[config.mk]
export PLATFORM = sky130hd
export DESIGN_NAME = coupler_cmd_ctrl
export DESIGN_NICKNAME = d
export VERILOG_FILES = /design/src/logic/branch_monitor.v /design/src/logic/byte_shift_in.v /design/src/logic/coupler_cmd_ctrl.v
export VERILOG_INCLUDE_DIRS = /design/src /design/src/logic
export SDC_FILE = /design/constraint.sdc
export NUM_CORES = 1
export LEC_CHECK = 0
export BUFFER_PORTS_ARGS = -buffer_cell sky130_fd_sc_hd__buf_2
export CORE_MARGIN = 2
export CORE_UTILIZATION = 35
export CTS_CLUSTER_SIZE = 25
export DETAILED_ROUTE_END_ITERATION = 16
export MAX_ROUTING_LAYER = met4
export SLEW_MARGIN = 20
export SYNTH_ARGS = -nofsm -noshare
export SYNTH_HDL_FRONTEND = slang
export SYNTH_HIERARCHICAL = 1
export SYNTH_SLANG_ARGS = --single-unit
[constraint.sdc]
create_clock -name i_clk -period 4.04 [get_ports i_clk]
set_clock_uncertainty 0.1 [all_clocks]
set_input_delay 0.202 -clock i_clk [delete_from_list [all_inputs] [get_ports i_clk]]
set_output_delay 0.202 -clock i_clk [all_outputs]
set_load 0.005 [all_outputs]
[src/logic/coupler_defs.vh]
// Constants for the branch coupler command logic.
// Assumes a slot engine outside that delivers one strobe per time slot.
`ifndef COUPLER_DEFS_VH
`define COUPLER_DEFS_VH

// Control function command codes
`define CMD_STATUS_RW   8'h5A
`define CMD_ALL_OFF     8'h66
`define CMD_DISCHARGE   8'h99
`define CMD_DIRECT_MAIN 8'hA5
`define CMD_SMART_MAIN  8'hCC
`define CMD_SMART_AUX   8'h33

// Status byte field positions
`define ST_MAIN_STAT    0
`define ST_PRIMARY_BRANCH_LEVEL    1
`define ST_AUX_STAT     2
`define ST_SECONDARY_BRANCH_LEVEL     3
`define ST_MAIN_EDGE    4
`define ST_AUX_EDGE     5
`define ST_SWITCH       6
`define ST_MODE         7

// Status control byte field positions
`define SC_WEN_LO       3
`define SC_WEN_HI       4
`define SC_MODE         5
`define SC_SELECT       6
`define SC_DATA         7

// Last slot index, counter start and step, reset values
`define BYTE_LAST       3'h7
`define CNT_ZERO        3'h0
`define CNT_ONE         3'h1
`define MODE_RESET      1'b0
`define SELECT_RESET    1'b0
`define DATA_RESET      1'b0
`define LEVEL_RESET     1'b1

`endif

[src/logic/branch_monitor.v]
// Per-branch level latch and falling-edge event flag.
// Assumes level input is synchronous to i_clk.
`default_nettype none
`include "coupler_defs.vh"

module branch_monitor (
	input  wire i_clk,     // System clock
	input  wire i_reset_n, // Async reset, active low
	input  wire i_active,  // Branch through-connected
	input  wire i_pulldown,// Own pull-down is on
	input  wire i_level,   // Sensed branch level
	input  wire i_clear,   // Clear event flag, one-cycle pulse
	output reg  o_level,   // Level held from inactive time
	output reg  o_flag     // Falling edge seen while inactive
);

	reg prev_reg;
	wire fall;

	// Edge only counts while inactive and not self-driven
	assign fall = prev_reg & ~i_level & ~i_active & ~i_pulldown;

	// Level tracked only while decoupled, flag set beats clear
	always @(posedge i_clk or negedge i_reset_n) begin
		if (!i_reset_n) begin
			prev_reg <= `LEVEL_RESET;
			o_level  <= `LEVEL_RESET;
			o_flag   <= 1'b0;
		end else begin
			prev_reg <= i_level;
			if (!i_active)
				o_level <= i_level;
			o_flag <= fall | (o_flag & ~i_clear);
		end
	end

endmodule // branch_monitor

`default_nettype wire

[src/logic/byte_shift_in.v]
// Serial-in byte register, least significant bit first.
// Assumes exactly eight shifts make up one byte.
`default_nettype none

module byte_shift_in (
	input  wire       i_clk,     // System clock
	input  wire       i_reset_n, // Async reset, active low
	input  wire       i_shift,   // Take a bit, one-cycle pulse
	input  wire       i_bit,     // Bit from the slot engine
	output reg  [7:0] o_byte     // Bits gathered so far
);

	// New bit enters at the top, so the first bit ends in bit 0
	always @(posedge i_clk or negedge i_reset_n) begin
		if (!i_reset_n)
			o_byte <= 8'h00;
		else if (i_shift)
			o_byte <= {i_bit, o_byte[7:1]};
	end

endmodule // byte_shift_in

`default_nettype wire

[src/logic/coupler_cmd_ctrl.v]
// Command interpreter of a branch coupler behind a single-wire slave port.
// Assumes a slot engine that signals bus reset, start of the function
// phase, one strobe per slot with the sampled bit, and sends o_tx_bit.
//
// Behaviour
// Status bit 0 shows main branch state, 0 active, 1 inactive.
// Status bit 1 shows sensed main branch level.
// Status bits 2 and 3 show auxiliary state and level.
// Falling edge on an inactive branch sets its flag, bits 4 and 5.
// Bit 6 shows followed branch in auto mode, transistor in manual.
// Bit 7 shows control output mode, 1 manual.
// Level bits are only taken while the branch is decoupled.
// Code 66h deactivates branches, clears flags, ends discharge.
// Deactivate-all in auto mode turns the control transistor off.
// Power-on acts as deactivate-all.
// Deactivate-all keeps mode and association settings.
// Code 99h deactivates both, pulls both down until another command.
// Master keeps discharge at least 100 ms; the bench holds it for 50 cycles.
// Master should end discharge with 66h or 5Ah.
// Master should read flags before sending 66h.
// Code A5h activates main, deactivates auxiliary, updates transistor.
// Smart-on main, code CCh, first deactivates the main branch.
// Eight write slots after smart-on hold the branch low.
// Eight read slots release it and return its level.
// After sixteen slots main connects, auxiliary off, transistor updates.
// Bus reset during the low period releases the pull-down at once.
// Code 33h does the same on the auxiliary branch.
// Code 5Ah takes a control byte, returns status twice.
// Control byte applies only when its bits 3 and 4 are zero.
// Bit 6 selects association, bit 5 manual mode; defaults zero.
// In manual mode bit 7 drives the control transistor.
// Unknown codes change nothing; the port stays silent until reset.
`default_nettype none
`include "coupler_defs.vh"

module coupler_cmd_ctrl (
	input  wire       i_clk,          // System clock, 100 MHz
	input  wire       i_reset_n,      // Power-on reset, active low
	input  wire       i_bus_reset,    // Bus reset pulse seen
	input  wire       i_func_start,   // ROM phase passed, pulse
	input  wire       i_slot_strobe,  // One slot finished, pulse
	input  wire       i_slot_bit,     // Bit sampled in that slot
	input  wire       i_main_level,   // Sensed main branch level
	input  wire       i_aux_level,    // Sensed auxiliary level
	output reg        o_main_active,  // Main branch through-connected
	output reg        o_aux_active,   // Aux branch through-connected
	output reg        o_main_pulldown,// Main branch pull-down on
	output reg        o_aux_pulldown, // Aux branch pull-down on
	output reg        o_ctrl_on,      // Control transistor conducting
	output reg        o_tx_bit,       // Bit for next read slot
	output reg  [7:0] o_status        // Coupler status byte
);

	localparam S_IDLE   = 3'h0;
	localparam S_CMD    = 3'h1;
	localparam S_CTLIN  = 3'h2;
	localparam S_TX     = 3'h3;
	localparam S_RSTLOW = 3'h4;
	localparam S_RSTHI  = 3'h5;
	localparam S_SILENT = 3'h6;

	reg  [2:0] state_reg, state_next;
	reg  [2:0] cnt_reg, cnt_next;
	reg  [7:0] cmd_reg, cmd_next;
	reg  [7:0] tx_shift_reg, tx_shift_next;
	reg  [7:0] tx_hold_reg, tx_hold_next;
	reg        main_act_next, aux_act_next;
	reg        discharge_reg, discharge_next;
	reg        mode_reg, mode_next;
	reg        select_reg, select_next;
	reg        data_reg, data_next;
	reg        clear_flags;
	reg        ctrl_next;
	reg        tx_bit_next;
	reg        main_pd_next, aux_pd_next;
	reg        target_aux;

	wire [7:0] rx_byte;
	wire [7:0] rx_full;
	wire       shift_rx;
	wire       main_level, aux_level;
	wire       main_flag, aux_flag;
	wire       last_slot;

	// Compose the status byte from settings and branch state
	function [7:0] status_byte;
		input mode;
		input sel;
		input data;
		input main_act;
		input aux_act;
		input m_lvl;
		input a_lvl;
		input m_flag;
		input a_flag;
		reg   ctl;
		begin
			ctl = mode ? data : (sel ? aux_act : main_act);
			status_byte = 8'h00;
			status_byte[`ST_MAIN_STAT] = ~main_act;
			status_byte[`ST_PRIMARY_BRANCH_LEVEL] = m_lvl;
			status_byte[`ST_AUX_STAT]  = ~aux_act;
			status_byte[`ST_SECONDARY_BRANCH_LEVEL]  = a_lvl;
			status_byte[`ST_MAIN_EDGE] = m_flag;
			status_byte[`ST_AUX_EDGE]  = a_flag;
			status_byte[`ST_SWITCH]    = mode ? ctl : sel;
			status_byte[`ST_MODE]      = mode;
		end
	endfunction

	// Received byte including the bit of the current slot
	assign rx_full   = {i_slot_bit, rx_byte[7:1]};
	assign last_slot = (cnt_reg == `BYTE_LAST);
	assign shift_rx  = i_slot_strobe & ~i_bus_reset &
	                   ((state_reg == S_CMD) || (state_reg == S_CTLIN));

	byte_shift_in u_rx (
		.i_clk     (i_clk),
		.i_reset_n (i_reset_n),
		.i_shift   (shift_rx),
		.i_bit     (i_slot_bit),
		.o_byte    (rx_byte)
	);

	branch_monitor u_main_mon (
		.i_clk      (i_clk),
		.i_reset_n  (i_reset_n),
		.i_active   (o_main_active),
		.i_pulldown (o_main_pulldown),
		.i_level    (i_main_level),
		.i_clear    (clear_flags),
		.o_level    (main_level),
		.o_flag     (main_flag)
	);

	branch_monitor u_aux_mon (
		.i_clk      (i_clk),
		.i_reset_n  (i_reset_n),
		.i_active   (o_aux_active),
		.i_pulldown (o_aux_pulldown),
		.i_level    (i_aux_level),
		.i_clear    (clear_flags),
		.o_level    (aux_level),
		.o_flag     (aux_flag)
	);

	// Command sequencing and branch switching
	always @* begin
		state_next     = state_reg;
		cnt_next       = cnt_reg;
		cmd_next       = cmd_reg;
		tx_shift_next  = tx_shift_reg;
		tx_hold_next   = tx_hold_reg;
		main_act_next  = o_main_active;
		aux_act_next   = o_aux_active;
		discharge_next = discharge_reg;
		mode_next      = mode_reg;
		select_next    = select_reg;
		data_next      = data_reg;
		clear_flags    = 1'b0;
		if (i_bus_reset) begin
			state_next = S_IDLE;
			cnt_next   = `CNT_ZERO;
		end else begin
			case (state_reg)
			S_IDLE: begin
				if (i_func_start) begin
					state_next = S_CMD;
					cnt_next   = `CNT_ZERO;
				end
			end
			S_CMD: begin
				if (i_slot_strobe) begin
					cnt_next = cnt_reg + `CNT_ONE;
					if (last_slot) begin
						cmd_next       = rx_full;
						cnt_next       = `CNT_ZERO;
						discharge_next = 1'b0;
						tx_hold_next   = rx_full;
						tx_shift_next  = rx_full;
						state_next     = S_TX;
						case (rx_full)
						`CMD_ALL_OFF: begin
							main_act_next = 1'b0;
							aux_act_next  = 1'b0;
							clear_flags   = 1'b1;
						end
						`CMD_DISCHARGE: begin
							main_act_next  = 1'b0;
							aux_act_next   = 1'b0;
							discharge_next = 1'b1;
						end
						`CMD_DIRECT_MAIN: begin
							main_act_next = 1'b1;
							aux_act_next  = 1'b0;
						end
						`CMD_SMART_MAIN: begin
							main_act_next = 1'b0;
							state_next    = S_RSTLOW;
						end
						`CMD_SMART_AUX: begin
							aux_act_next = 1'b0;
							state_next   = S_RSTLOW;
						end
						`CMD_STATUS_RW: begin
							state_next = S_CTLIN;
						end
						default: begin
							discharge_next = discharge_reg;
							state_next     = S_SILENT;
						end
						endcase
					end
				end
			end
			S_CTLIN: begin
				if (i_slot_strobe) begin
					cnt_next = cnt_reg + `CNT_ONE;
					if (last_slot) begin
						cnt_next = `CNT_ZERO;
						if (!rx_full[`SC_WEN_LO] &&
						    !rx_full[`SC_WEN_HI]) begin
							mode_next   = rx_full[`SC_MODE];
							select_next = rx_full[`SC_SELECT];
							data_next   = rx_full[`SC_DATA];
						end
						tx_hold_next = status_byte(mode_next,
							select_next, data_next, o_main_active,
							o_aux_active, main_level, aux_level,
							main_flag, aux_flag);
						tx_shift_next = tx_hold_next;
						state_next    = S_TX;
					end
				end
			end
			S_TX: begin
				if (i_slot_strobe) begin
					cnt_next      = cnt_reg + `CNT_ONE;
					tx_shift_next = {1'b1, tx_shift_reg[7:1]};
					if (last_slot) begin
						tx_shift_next = tx_hold_reg;
						cnt_next      = `CNT_ZERO;
					end
				end
			end
			S_RSTLOW: begin
				if (i_slot_strobe) begin
					cnt_next = cnt_reg + `CNT_ONE;
					if (last_slot) begin
						cnt_next   = `CNT_ZERO;
						state_next = S_RSTHI;
					end
				end
			end
			S_RSTHI: begin
				if (i_slot_strobe) begin
					cnt_next = cnt_reg + `CNT_ONE;
					if (last_slot) begin
						cnt_next      = `CNT_ZERO;
						// Target decoded here; target_aux has one driver
						main_act_next = (cmd_reg != `CMD_SMART_AUX);
						aux_act_next  = (cmd_reg == `CMD_SMART_AUX);
						state_next    = S_SILENT;
					end
				end
			end
			S_SILENT: begin
				state_next = S_SILENT;
			end
			default: begin
				state_next = S_IDLE;
			end
			endcase
		end
	end

	// Output values for the next cycle
	always @* begin
		target_aux  = (cmd_next == `CMD_SMART_AUX);
		ctrl_next   = mode_next ? data_next :
		              (select_next ? aux_act_next : main_act_next);
		main_pd_next = discharge_next |
		               ((state_next == S_RSTLOW) & ~target_aux);
		aux_pd_next  = discharge_next |
		               ((state_next == S_RSTLOW) & target_aux);
		case (state_next)
		S_TX:    tx_bit_next = tx_shift_next[0];
		S_RSTHI: tx_bit_next = target_aux ? i_aux_level :
		                       i_main_level;
		default: tx_bit_next = 1'b1;
		endcase
	end

	// State and output registers; reset equals deactivate-all
	always @(posedge i_clk or negedge i_reset_n) begin
		if (!i_reset_n) begin
			state_reg       <= S_IDLE;
			cnt_reg         <= `CNT_ZERO;
			cmd_reg         <= 8'h00;
			tx_shift_reg    <= 8'hFF;
			tx_hold_reg     <= 8'hFF;
			discharge_reg   <= 1'b0;
			mode_reg        <= `MODE_RESET;
			select_reg      <= `SELECT_RESET;
			data_reg        <= `DATA_RESET;
			o_main_active   <= 1'b0;
			o_aux_active    <= 1'b0;
			o_main_pulldown <= 1'b0;
			o_aux_pulldown  <= 1'b0;
			o_ctrl_on       <= 1'b0;
			o_tx_bit        <= 1'b1;
			o_status        <= 8'h05;
		end else begin
			state_reg       <= state_next;
			cnt_reg         <= cnt_next;
			cmd_reg         <= cmd_next;
			tx_shift_reg    <= tx_shift_next;
			tx_hold_reg     <= tx_hold_next;
			discharge_reg   <= discharge_next;
			mode_reg        <= mode_next;
			select_reg      <= select_next;
			data_reg        <= data_next;
			o_main_active   <= main_act_next;
			o_aux_active    <= aux_act_next;
			o_main_pulldown <= main_pd_next;
			o_aux_pulldown  <= aux_pd_next;
			o_ctrl_on       <= ctrl_next;
			o_tx_bit        <= tx_bit_next;
			o_status        <= status_byte(mode_reg, select_reg, data_reg,
				o_main_active, o_aux_active, main_level, aux_level,
				main_flag, aux_flag);
		end
	end

endmodule // coupler_cmd_ctrl

`default_nettype wire

==> results of run 1 <==
final cells by class:
cell class / count / area, um2
clock buffers: 10 / 128
clock inverters: 6 / 63.8
fillers: 832 / 5100
inverters: 9 / 33.8
multi-input cells: 198 / 1390
flip-flops and latches: 61 / 1560
well taps: 108 / 135
repair buffers: 26 / 150
final timing paths:
kind / from / endpoint / slack [ps] / cells after the start
max reg2reg: cnt_reg[0] / o_tx_bit / 1060 / 8
min: i_slot_bit / tx_hold_reg[7] / 150 / 3
max in group asynchronous: i_reset_n / tx_hold_reg[1] / 2660 / 3
max: cnt_reg[0] / o_tx_bit / 1060 / 8
min in group asynchronous: i_reset_n / o_main_pulldown / 270 / 2
min reg2reg: mode_reg / o_status[7] / 330 / 0
cell usage in the layout, fill, tap and decap left out, types with 2 or more instances in the layout:
cell type	instances
and2_1	3
clkbuf_8	9
mux2i_1	17
or4b_1	2
ha_1	2
inv_1	9
nor2_1	26
o21ai_0	26
a21o_1	3
nand2_1	32
dfrtp_1	38
and4bb_2	6
dfstp_2	23
buf_4	2
mux2_4	8
nor4bb_1	5
dlygate4sd3_1	3
buf_2	21
nor3_1	6
o21ai_1	4
clkinvlp_4	2
clkinv_2	2
mux2_2	15
a211oi_1	2
a221oi_1	8
nand3b_1	2
a21oi_1	8
nor3b_1	2
nand4_1	2
nand2b_1	4
per-layer routing:
| metal | track usage [%] | share of wire (%) | wire length [um] | up-vias |
|---|---|---|---|---|
| met2 | 24.7 | 48 | 3240 | 40 |
| met4 | 8.13 | 2.2 | 147 | 0 |
| met3 | 3.74 | 3.8 | 257 | 11 |
| li1 | - | - | - | 1063 |
| met5 | - | 0 | 0 | - |
| met1 | 20.2 | 46 | 3080 | 1048 |
through the flow:
step                      hold WS, ps  total power, mW
after floorplan                  -194            0.822
after global placement            125            0.889
after detailed placement          135            0.894
after CTS                         139             1.43
after global routing              167             1.48
final                             150             1.41
tightest hold or removal path, stage by stage:
cell and delay (ps):
buf_2 170, mux2i_1 130, o21ai_0 80
repair_timing:
item | CTS | global route
endpoints found under the hold margin | 24 | 0
buffers inserted | 0 | 0
hold buffers | 3 | 0
power by group:
part / switching [mW] / leakage, nW / internal (mW)
Combinational: 0.0690 / 0.642 / 0.0894
Clock: 0.244 / 0.0923 / 0.283
Sequential: 0.0848 / 0.728 / 0.642
Total: 0.398 / 1.46 / 1.02
==> implementation parameters, run 1 <==
Parameter                              Value

Status
  Outcome    completed

Die
  Number of cell rows    34
  Area of the core    8550 um2
  Chip height    97.2 um
  Io pins    22
  Horizontal die dimension    a little under 100 um
  Initial core utilization    35.6%
  Die area    9450 um2

Setup path
  Number of buffer and inverter stages on the critical path    0
  Crit path DAT    3160 ps
  Critical-path top delay cell    ha_1
  Cell mode on critical path    ha_1
  Biggest cell delay along the critical path    roughly 440 ps
  List of cells traversed by the critical path    ha_1 -> ha_1 -> and4bb_1 -> nand2b_1 -> mux2i_1 -> mux2_2 -> nor3_1 -> o21ai_1
  Crit Path Class    reg -> reg
  Worst setup EP type    flop
  Max Fanout on Critical Path    16
  Req. time, crit path    4220 ps
  Crit path launch type    flop
  Category of cells accounting for the largest share of critical-path delay    simple AND/OR/NAND/NOR gates

Clocking
  Buffer cell driving the clock tree root    clkbuf_8
  Clock tree buffer depth    2
  Clock Pin Slew Worst Setup and Hold Paths    70 ps
  Clock tree from TritonCTS    built
  CTS H-tree lvls    3
  Number of gates resized after cts    0
  Number of buffers created by CTS    9
  Number of clock sinks    61
  Insertion delay to the later sink of the worst-skew pair    350 ps

Finish
  Total non-filler cell area in the finished layout    3450 um2
  Utilization after layout    40.4%
  Ant. Diodes    0
  Final cell count without fillers    418
  Area growth, synth to finish    13.5%
  Fraction of final layout cells sized beyond drive strength 1    a little under a third
  Nets    approximately 320

Logic synthesis
  Yosys warning count    6
  Cells after synthesis    281
  Mapped Avg Cell Area    about 11 um2
  Cell Area, Synth    3040 um2
  Syn Nets    291

Global routing
  Via count of the first global-routing pass    2213
  Global-route usage over all layers    16.2%
  Number of antenna violations at the first check in global routing    0
  Global-route wire length before repair    between 10 and 15 mm
  Overall overflow remaining after global route    0
  Pin count of the biggest net entering global routing    37

Place
  Port Buffer Count    21
  Hpwl dp    4.70 mm
  Cell area reported after detailed placement    3230 um2
  Instance count after placement with tap cells included    399
  Final weighted congestion in routability-driven placement    slightly above 0.9
  Post-Place Worst Slack    roughly 1000 ps

STA
  Number of max-slew violations in the final report    0
  Pin slew with the least headroom to its limit    742 ps
  Fin Setup TNS    0 ps
  Worst setup slack after layout    roughly 1100 ps
  Post-layout minimum cycle time    2980 ps
  Setup violations, final    0
  Final clock period utilization by the worst path    between 70% and 80%
  Worst-case headroom to the max-slew limit    50.6%
  Max Freq    335 MHz
  Unrepaired setup endpoints after global routing    false
  Hold Violations, Final    0

Pwr
  Static leakage power    ~1.5 nW
  Worst ir drop on vdd    0.000175 V
  Power density relative to cell area    between 400 and 500 nW/um2

Min path
  Type of the tightest min-delay check    in -> reg

Route
  Drt drc    0
  DR vias    2162
  Wirelength per Cell    16.1 um
  Detailed-router iteration count before antenna repair    4
  Vias per cell    approximately 5.2
  Starting DRC count in detailed routing    around 120
  Remaining antenna violation count after routing    0
  Total Routed Length    6.72 mm

Run
  Max-capacitance violation count    0
Note: power is estimated with default switching activity, not from simulation.
==> inputs of run 2 (changes only) <==
==> constraint.sdc (replaced) <==
create_clock -name i_clk -period 2.6 [get_ports i_clk]
set_clock_uncertainty 0.1 [all_clocks]
set_input_delay 0.13 -clock i_clk [delete_from_list [all_inputs] [get_ports i_clk]]
set_output_delay 0.13 -clock i_clk [all_outputs]
set_load 0.005 [all_outputs]
==> implementation parameters, run 2 (synthesis results as in run 1) <==
Parameter                              Value

Global routing
  Global-route wire length before repair    approximately 12 mm
  Overall overflow remaining after global route    0
  Global-route usage over all layers    around 16%
  Via count of the first global-routing pass    2232
  Pin count of the biggest net entering global routing    38
  Number of antenna violations at the first check in global routing    0

STA
  Fin Setup TNS    0 ps
  Post-layout minimum cycle time    2470 ps
  Worst-case headroom to the max-slew limit    59.8%
  Final clock period utilization by the worst path    94.8%
  Worst setup slack after layout    134 ps
  Hold Worst Slack    between 90 and 100 ps
  Max Freq    406 MHz
  Pin slew with the least headroom to its limit    600 ps
  Setup violations, final    0
  Hold Violations, Final    0
  Unrepaired setup endpoints after global routing    false
  Number of max-slew violations in the final report    0

Die
  Die area    9450 um2
  Initial core utilization    35.6%
  Io pins    22
  Area of the core    8550 um2
  Chip height    97.2 um
  Horizontal die dimension    97.2 um
  Number of cell rows    34

Setup path
  Crit path launch type    flop
  Crit path DAT    2640 ps
  Crit Path Class    reg -> reg
  Max Fanout on Critical Path    9
  Req. time, crit path    ~2800 ps
  Worst setup EP type    flop

Route
  Drt drc    0
  Vias per cell    5.27
  Remaining antenna violation count after routing    0
  Starting DRC count in detailed routing    140
  Total Routed Length    6.98 mm
  DR vias    2249
  Detailed-router iteration count before antenna repair    4
  Wirelength per Cell    16.3 um

Clocking
  Number of buffers added for setup after CTS    0
  Buffer cell driving the clock tree root    clkbuf_8
  Insertion delay to the later sink of the worst-skew pair    350 ps
  Number of hold-repair buffers added at the cts stage    3
  Clock Pin Slew Worst Setup and Hold Paths    70 ps
  CTS H-tree lvls    3
  Number of gates resized after cts    0
  Number of clock sinks    61
  Clock tree from TritonCTS    built
  Clock tree buffer depth    2
  Number of buffers created by CTS    9

Finish
  Nets    around 320
  Fill cell total of the finished layout    839
  Multi-input logic area    1390 um2
  Utilization after layout    41.3%
  Area growth, synth to finish    16.3%
  Total non-filler cell area in the finished layout    3530 um2
  Ant. Diodes    0
  Fraction of final layout cells sized beyond drive strength 1    between 30 and 40%
  Most frequent standard cell in the layout excluding fill and tap cells    dfrtp_1
  Final cell count without fillers    around 430
  Leading cell types in the layout, fill and taps excluded    dfrtp_1, nand2_1, nor2_1, o21ai_0, dfstp_2
  Sequential cell area    roughly 1600 um2

Place
  Hpwl dp    about 4.8 mm
  Port Buffer Count    21
  Final weighted congestion in routability-driven placement    between 0.9 and 1
  Post-Place Worst Slack    about 190 ps
  Instance count after placement with tap cells included    about 410
  Cell area reported after detailed placement    3300 um2

Pwr
  Static leakage power    1.52 nW
  Power consumption    between 2 and 2.5 mW
  Worst ir drop on vdd    0.000295 V
  Power density relative to cell area    642 nW/um2

Run
  Max-capacitance violation count    0

Min path
  Type of the tightest min-delay check    in -> reg

Status
  Outcome    completed
-- run 2: report_power, final --
part           switching [mW]  internal (mW)
clock network           0.406          0.477
registers               0.124          0.998
logic                   0.118          0.147
total                   0.649           1.62
-- run 2: per-layer routing --
metal	share of wire [%]	global-route usage [%]	vias up
li1	-	-	1078
met1	49	21.8	1133
met2	47	23.8	28
met3	2.8	4.46	10
met4	1.6	6.28	0
met5	0	-	-
-- run 2: final timing paths --
path                                   start               to  slack (ps)  depth (start not counted)
hold reg to reg            u_aux_mon/o_level      o_status[3]         330                          0
setup / recovery                  cnt_reg[0]         o_tx_bit         130                          9
min in group asynchronous          i_reset_n   o_aux_pulldown         210                          3
hold / removal                    i_slot_bit   u_rx/o_byte[7]          90                          2
max in group asynchronous          i_reset_n  tx_shift_reg[6]        1760                          3
setup reg to reg                  cnt_reg[0]         o_tx_bit         130                          9
-- run 2: layout make-up --
type	count	share of cell area (%)
clock buffers	10	3.89
clock inverters	6	1.98
inverters	9	0.956
multi-input cells	198	39.2
flip-flops and latches	61	44.0
well taps	108	3.82
repair buffers	35	6.16
-- run 2: critical path: stages, from the launching register on --
cell and delay [ps]:
dfrtp_1 370, ha_1 160, ha_1 290, buf_4 260
mux2i_1 210, nor2_1 60, a221oi_1 340, o21ai_0 170
nor4bb_1 330, o21ai_1 90
==> inputs of run 3 (changes only) <==
--- a/config.mk
+++ b/config.mk
@@ -6,6 +6,7 @@
 export SDC_FILE = /design/constraint.sdc
 export NUM_CORES = 1
 export LEC_CHECK = 0
+export ABC_AREA = 1
 export BUFFER_PORTS_ARGS = -buffer_cell sky130_fd_sc_hd__buf_2
 export CORE_MARGIN = 2
 export CORE_UTILIZATION = 35
==> implementation parameters, run 3 <==
Parameter                              Value

STA
  Worst-case headroom to the max-slew limit    49.5%
  Number of max-slew violations in the final report    0
  Setup violations, final    0
  Unrepaired setup endpoints after global routing    false
  Max Freq    447 MHz
  Hold Violations, Final    0
  Final clock period utilization by the worst path    86.0%
  Pin slew with the least headroom to its limit    758 ps
  Fin Setup TNS    0 ps
  Post-layout minimum cycle time    2240 ps

Clocking
  Number of buffers created by CTS    9
  CTS H-tree lvls    3
  Clock tree from TritonCTS    built
  Clock tree buffer depth    2
  Number of clock sinks    between 60 and 70
  Buffer cell driving the clock tree root    clkbuf_8
  Clock Pin Slew Worst Setup and Hold Paths    ~70 ps
  Insertion delay to the later sink of the worst-skew pair    350 ps

Finish
  Fraction of final layout cells sized beyond drive strength 1    20.0%
  Nets    484
  Total non-filler cell area in the finished layout    3750 um2
  Area growth, synth to finish    13.3%
  Leading cell types in the layout, fill and taps excluded    nand2_1, inv_1, o21ai_0
  Most frequent standard cell in the layout excluding fill and tap cells    nand2_1
  Final cell count without fillers    ~600
  Ant. Diodes    0
  Fill cell total of the finished layout    around 940

Run
  Max-capacitance violation count    0

Global routing
  Via count of the first global-routing pass    around 2800
  Global-route usage over all layers    between 10% and 20%
  Global-route wire length before repair    14.0 mm
  Number of antenna violations at the first check in global routing    0
  Pin count of the biggest net entering global routing    slightly above 60
  Overall overflow remaining after global route    0

Die
  Area of the core    9200 um2
  Io pins    22
  Number of cell rows    35
  Horizontal die dimension    slightly above 100 um
  Chip height    101 um
  Die area    10300 um2
  Initial core utilization    about 36%

Place
  Cell area reported after detailed placement    3520 um2
  Hpwl dp    6.26 mm
  Port Buffer Count    21
  Instance count after placement with tap cells included    570
  Final weighted congestion in routability-driven placement    0.954

Setup path
  Worst setup EP type    flop
  R2R cell count    14
  Biggest cell delay along the critical path    360 ps
  Number of buffer and inverter stages on the critical path    1
  Max Fanout on Critical Path    18
  Category of cells accounting for the largest share of critical-path delay    simple AND/OR/NAND/NOR gates
  Number of gates on the worst path with buffers counted    14
  Req. time, crit path    2780 ps
  Cell mode on critical path    nand2_1
  Crit Path Class    reg -> reg
  List of cells traversed by the critical path    ha_1 -> ha_1 -> buf_4 -> nand3_1 -> nor3_1 -> nor2_2 -> nand2_1 -> nor2_1 -> nand2_1 -> nand2_1 -> nand2_1 -> nand3_1 -> nand2_1 -> nand2_1
  Crit path launch type    flop
  Critical-path top delay cell    dfrtp_1
  Crit path DAT    2420 ps

Logic synthesis
  Cells after synthesis    443
  Syn Nets    about 450
  Yosys warning count    6
  Cell Area, Synth    3310 um2
  Mapped Avg Cell Area    7.48 um2

Route
  Wirelength per Cell    14.2 um
  Starting DRC count in detailed routing    242
  Vias per cell    4.97
  Remaining antenna violation count after routing    0
  Detailed-router iteration count before antenna repair    5
  DR vias    2930
  Drt drc    0
  Total Routed Length    8.39 mm

Min path
  Hold path cells    5
  Type of the tightest min-delay check    in -> reg

Pwr
  Power density relative to cell area    585 nW/um2
  Static leakage power    1.78 nW
  Worst ir drop on vdd    0.000200 V

Status
  Outcome    completed
-- run 3: path summary, 6_finish.rpt --
check | slack (ps) | startpoint | end
min | 170 | i_func_start | state_reg[0]
max | 360 | cnt_reg[1] | o_tx_bit
max in group asynchronous | 1520 | i_reset_n | cmd_reg[1]
min in group asynchronous | 360 | i_reset_n | o_status[6]
min reg2reg | 310 | u_main_mon/o_level | o_status[1]
max reg2reg | 360 | cnt_reg[1] | o_tx_bit
-- run 3: worst min-delay path, stage by stage --
cell and delay, ps:
buf_2 80, nand3_1 100, nand3_1 100, nand2_1 90
inv_1 90
-- run 3: area by class of cell --
| type | instances | area (um2) | area share, % |
|---|---|---|---|
| multi-input cells | 307 | 1440 | 38.2 |
| flip-flops and latches | 61 | 1560 | 41.4 |
| clock buffers | 13 | 169 | 4.50 |
| well taps | 111 | 139 | 3.70 |
| repair buffers | 31 | 190 | 5.07 |
| clock inverters | 3 | 20.0 | 0.533 |
| inverters | 64 | 245 | 6.53 |
-- run 3: metrics by stage --
stage	util, %	hold slack, ps	setup slack, ps	total power, mW
6_report	40.8	174	364	2.20
5_1_grt	40.8	229	169	2.32
4_1_cts	40.8	157	358	2.23
3_5_place_dp	38.3	168	369	1.41
3_3_place_gp	38.3	169	413	1.40
2_1_floorplan	-	-266	720	1.29
-- run 3: repair_timing --
item | in CTS | in global routing
setup buffers | 0 | 0
gates resized for setup | 0 | 0
hold endpoints to repair | 45 | 0
hold buffers | 4 | 0
endpoints found under the setup margin | 0 | 0
-- run 3: metal layers --
metal	GRT usage, %	vias up	wire (um)
met1	24.3	1337	3890
met3	3.93	26	481
met2	27.2	108	3780
li1	-	1459	-
met5	-	-	0
met4	8.21	0	235
-- run 3: report_power, final --
| part | switching [mW] | internal, mW |
|---|---|---|
| Sequential | 0.0807 | 1.04 |
| Clock | 0.374 | 0.422 |
| Combinational | 0.190 | 0.0937 |
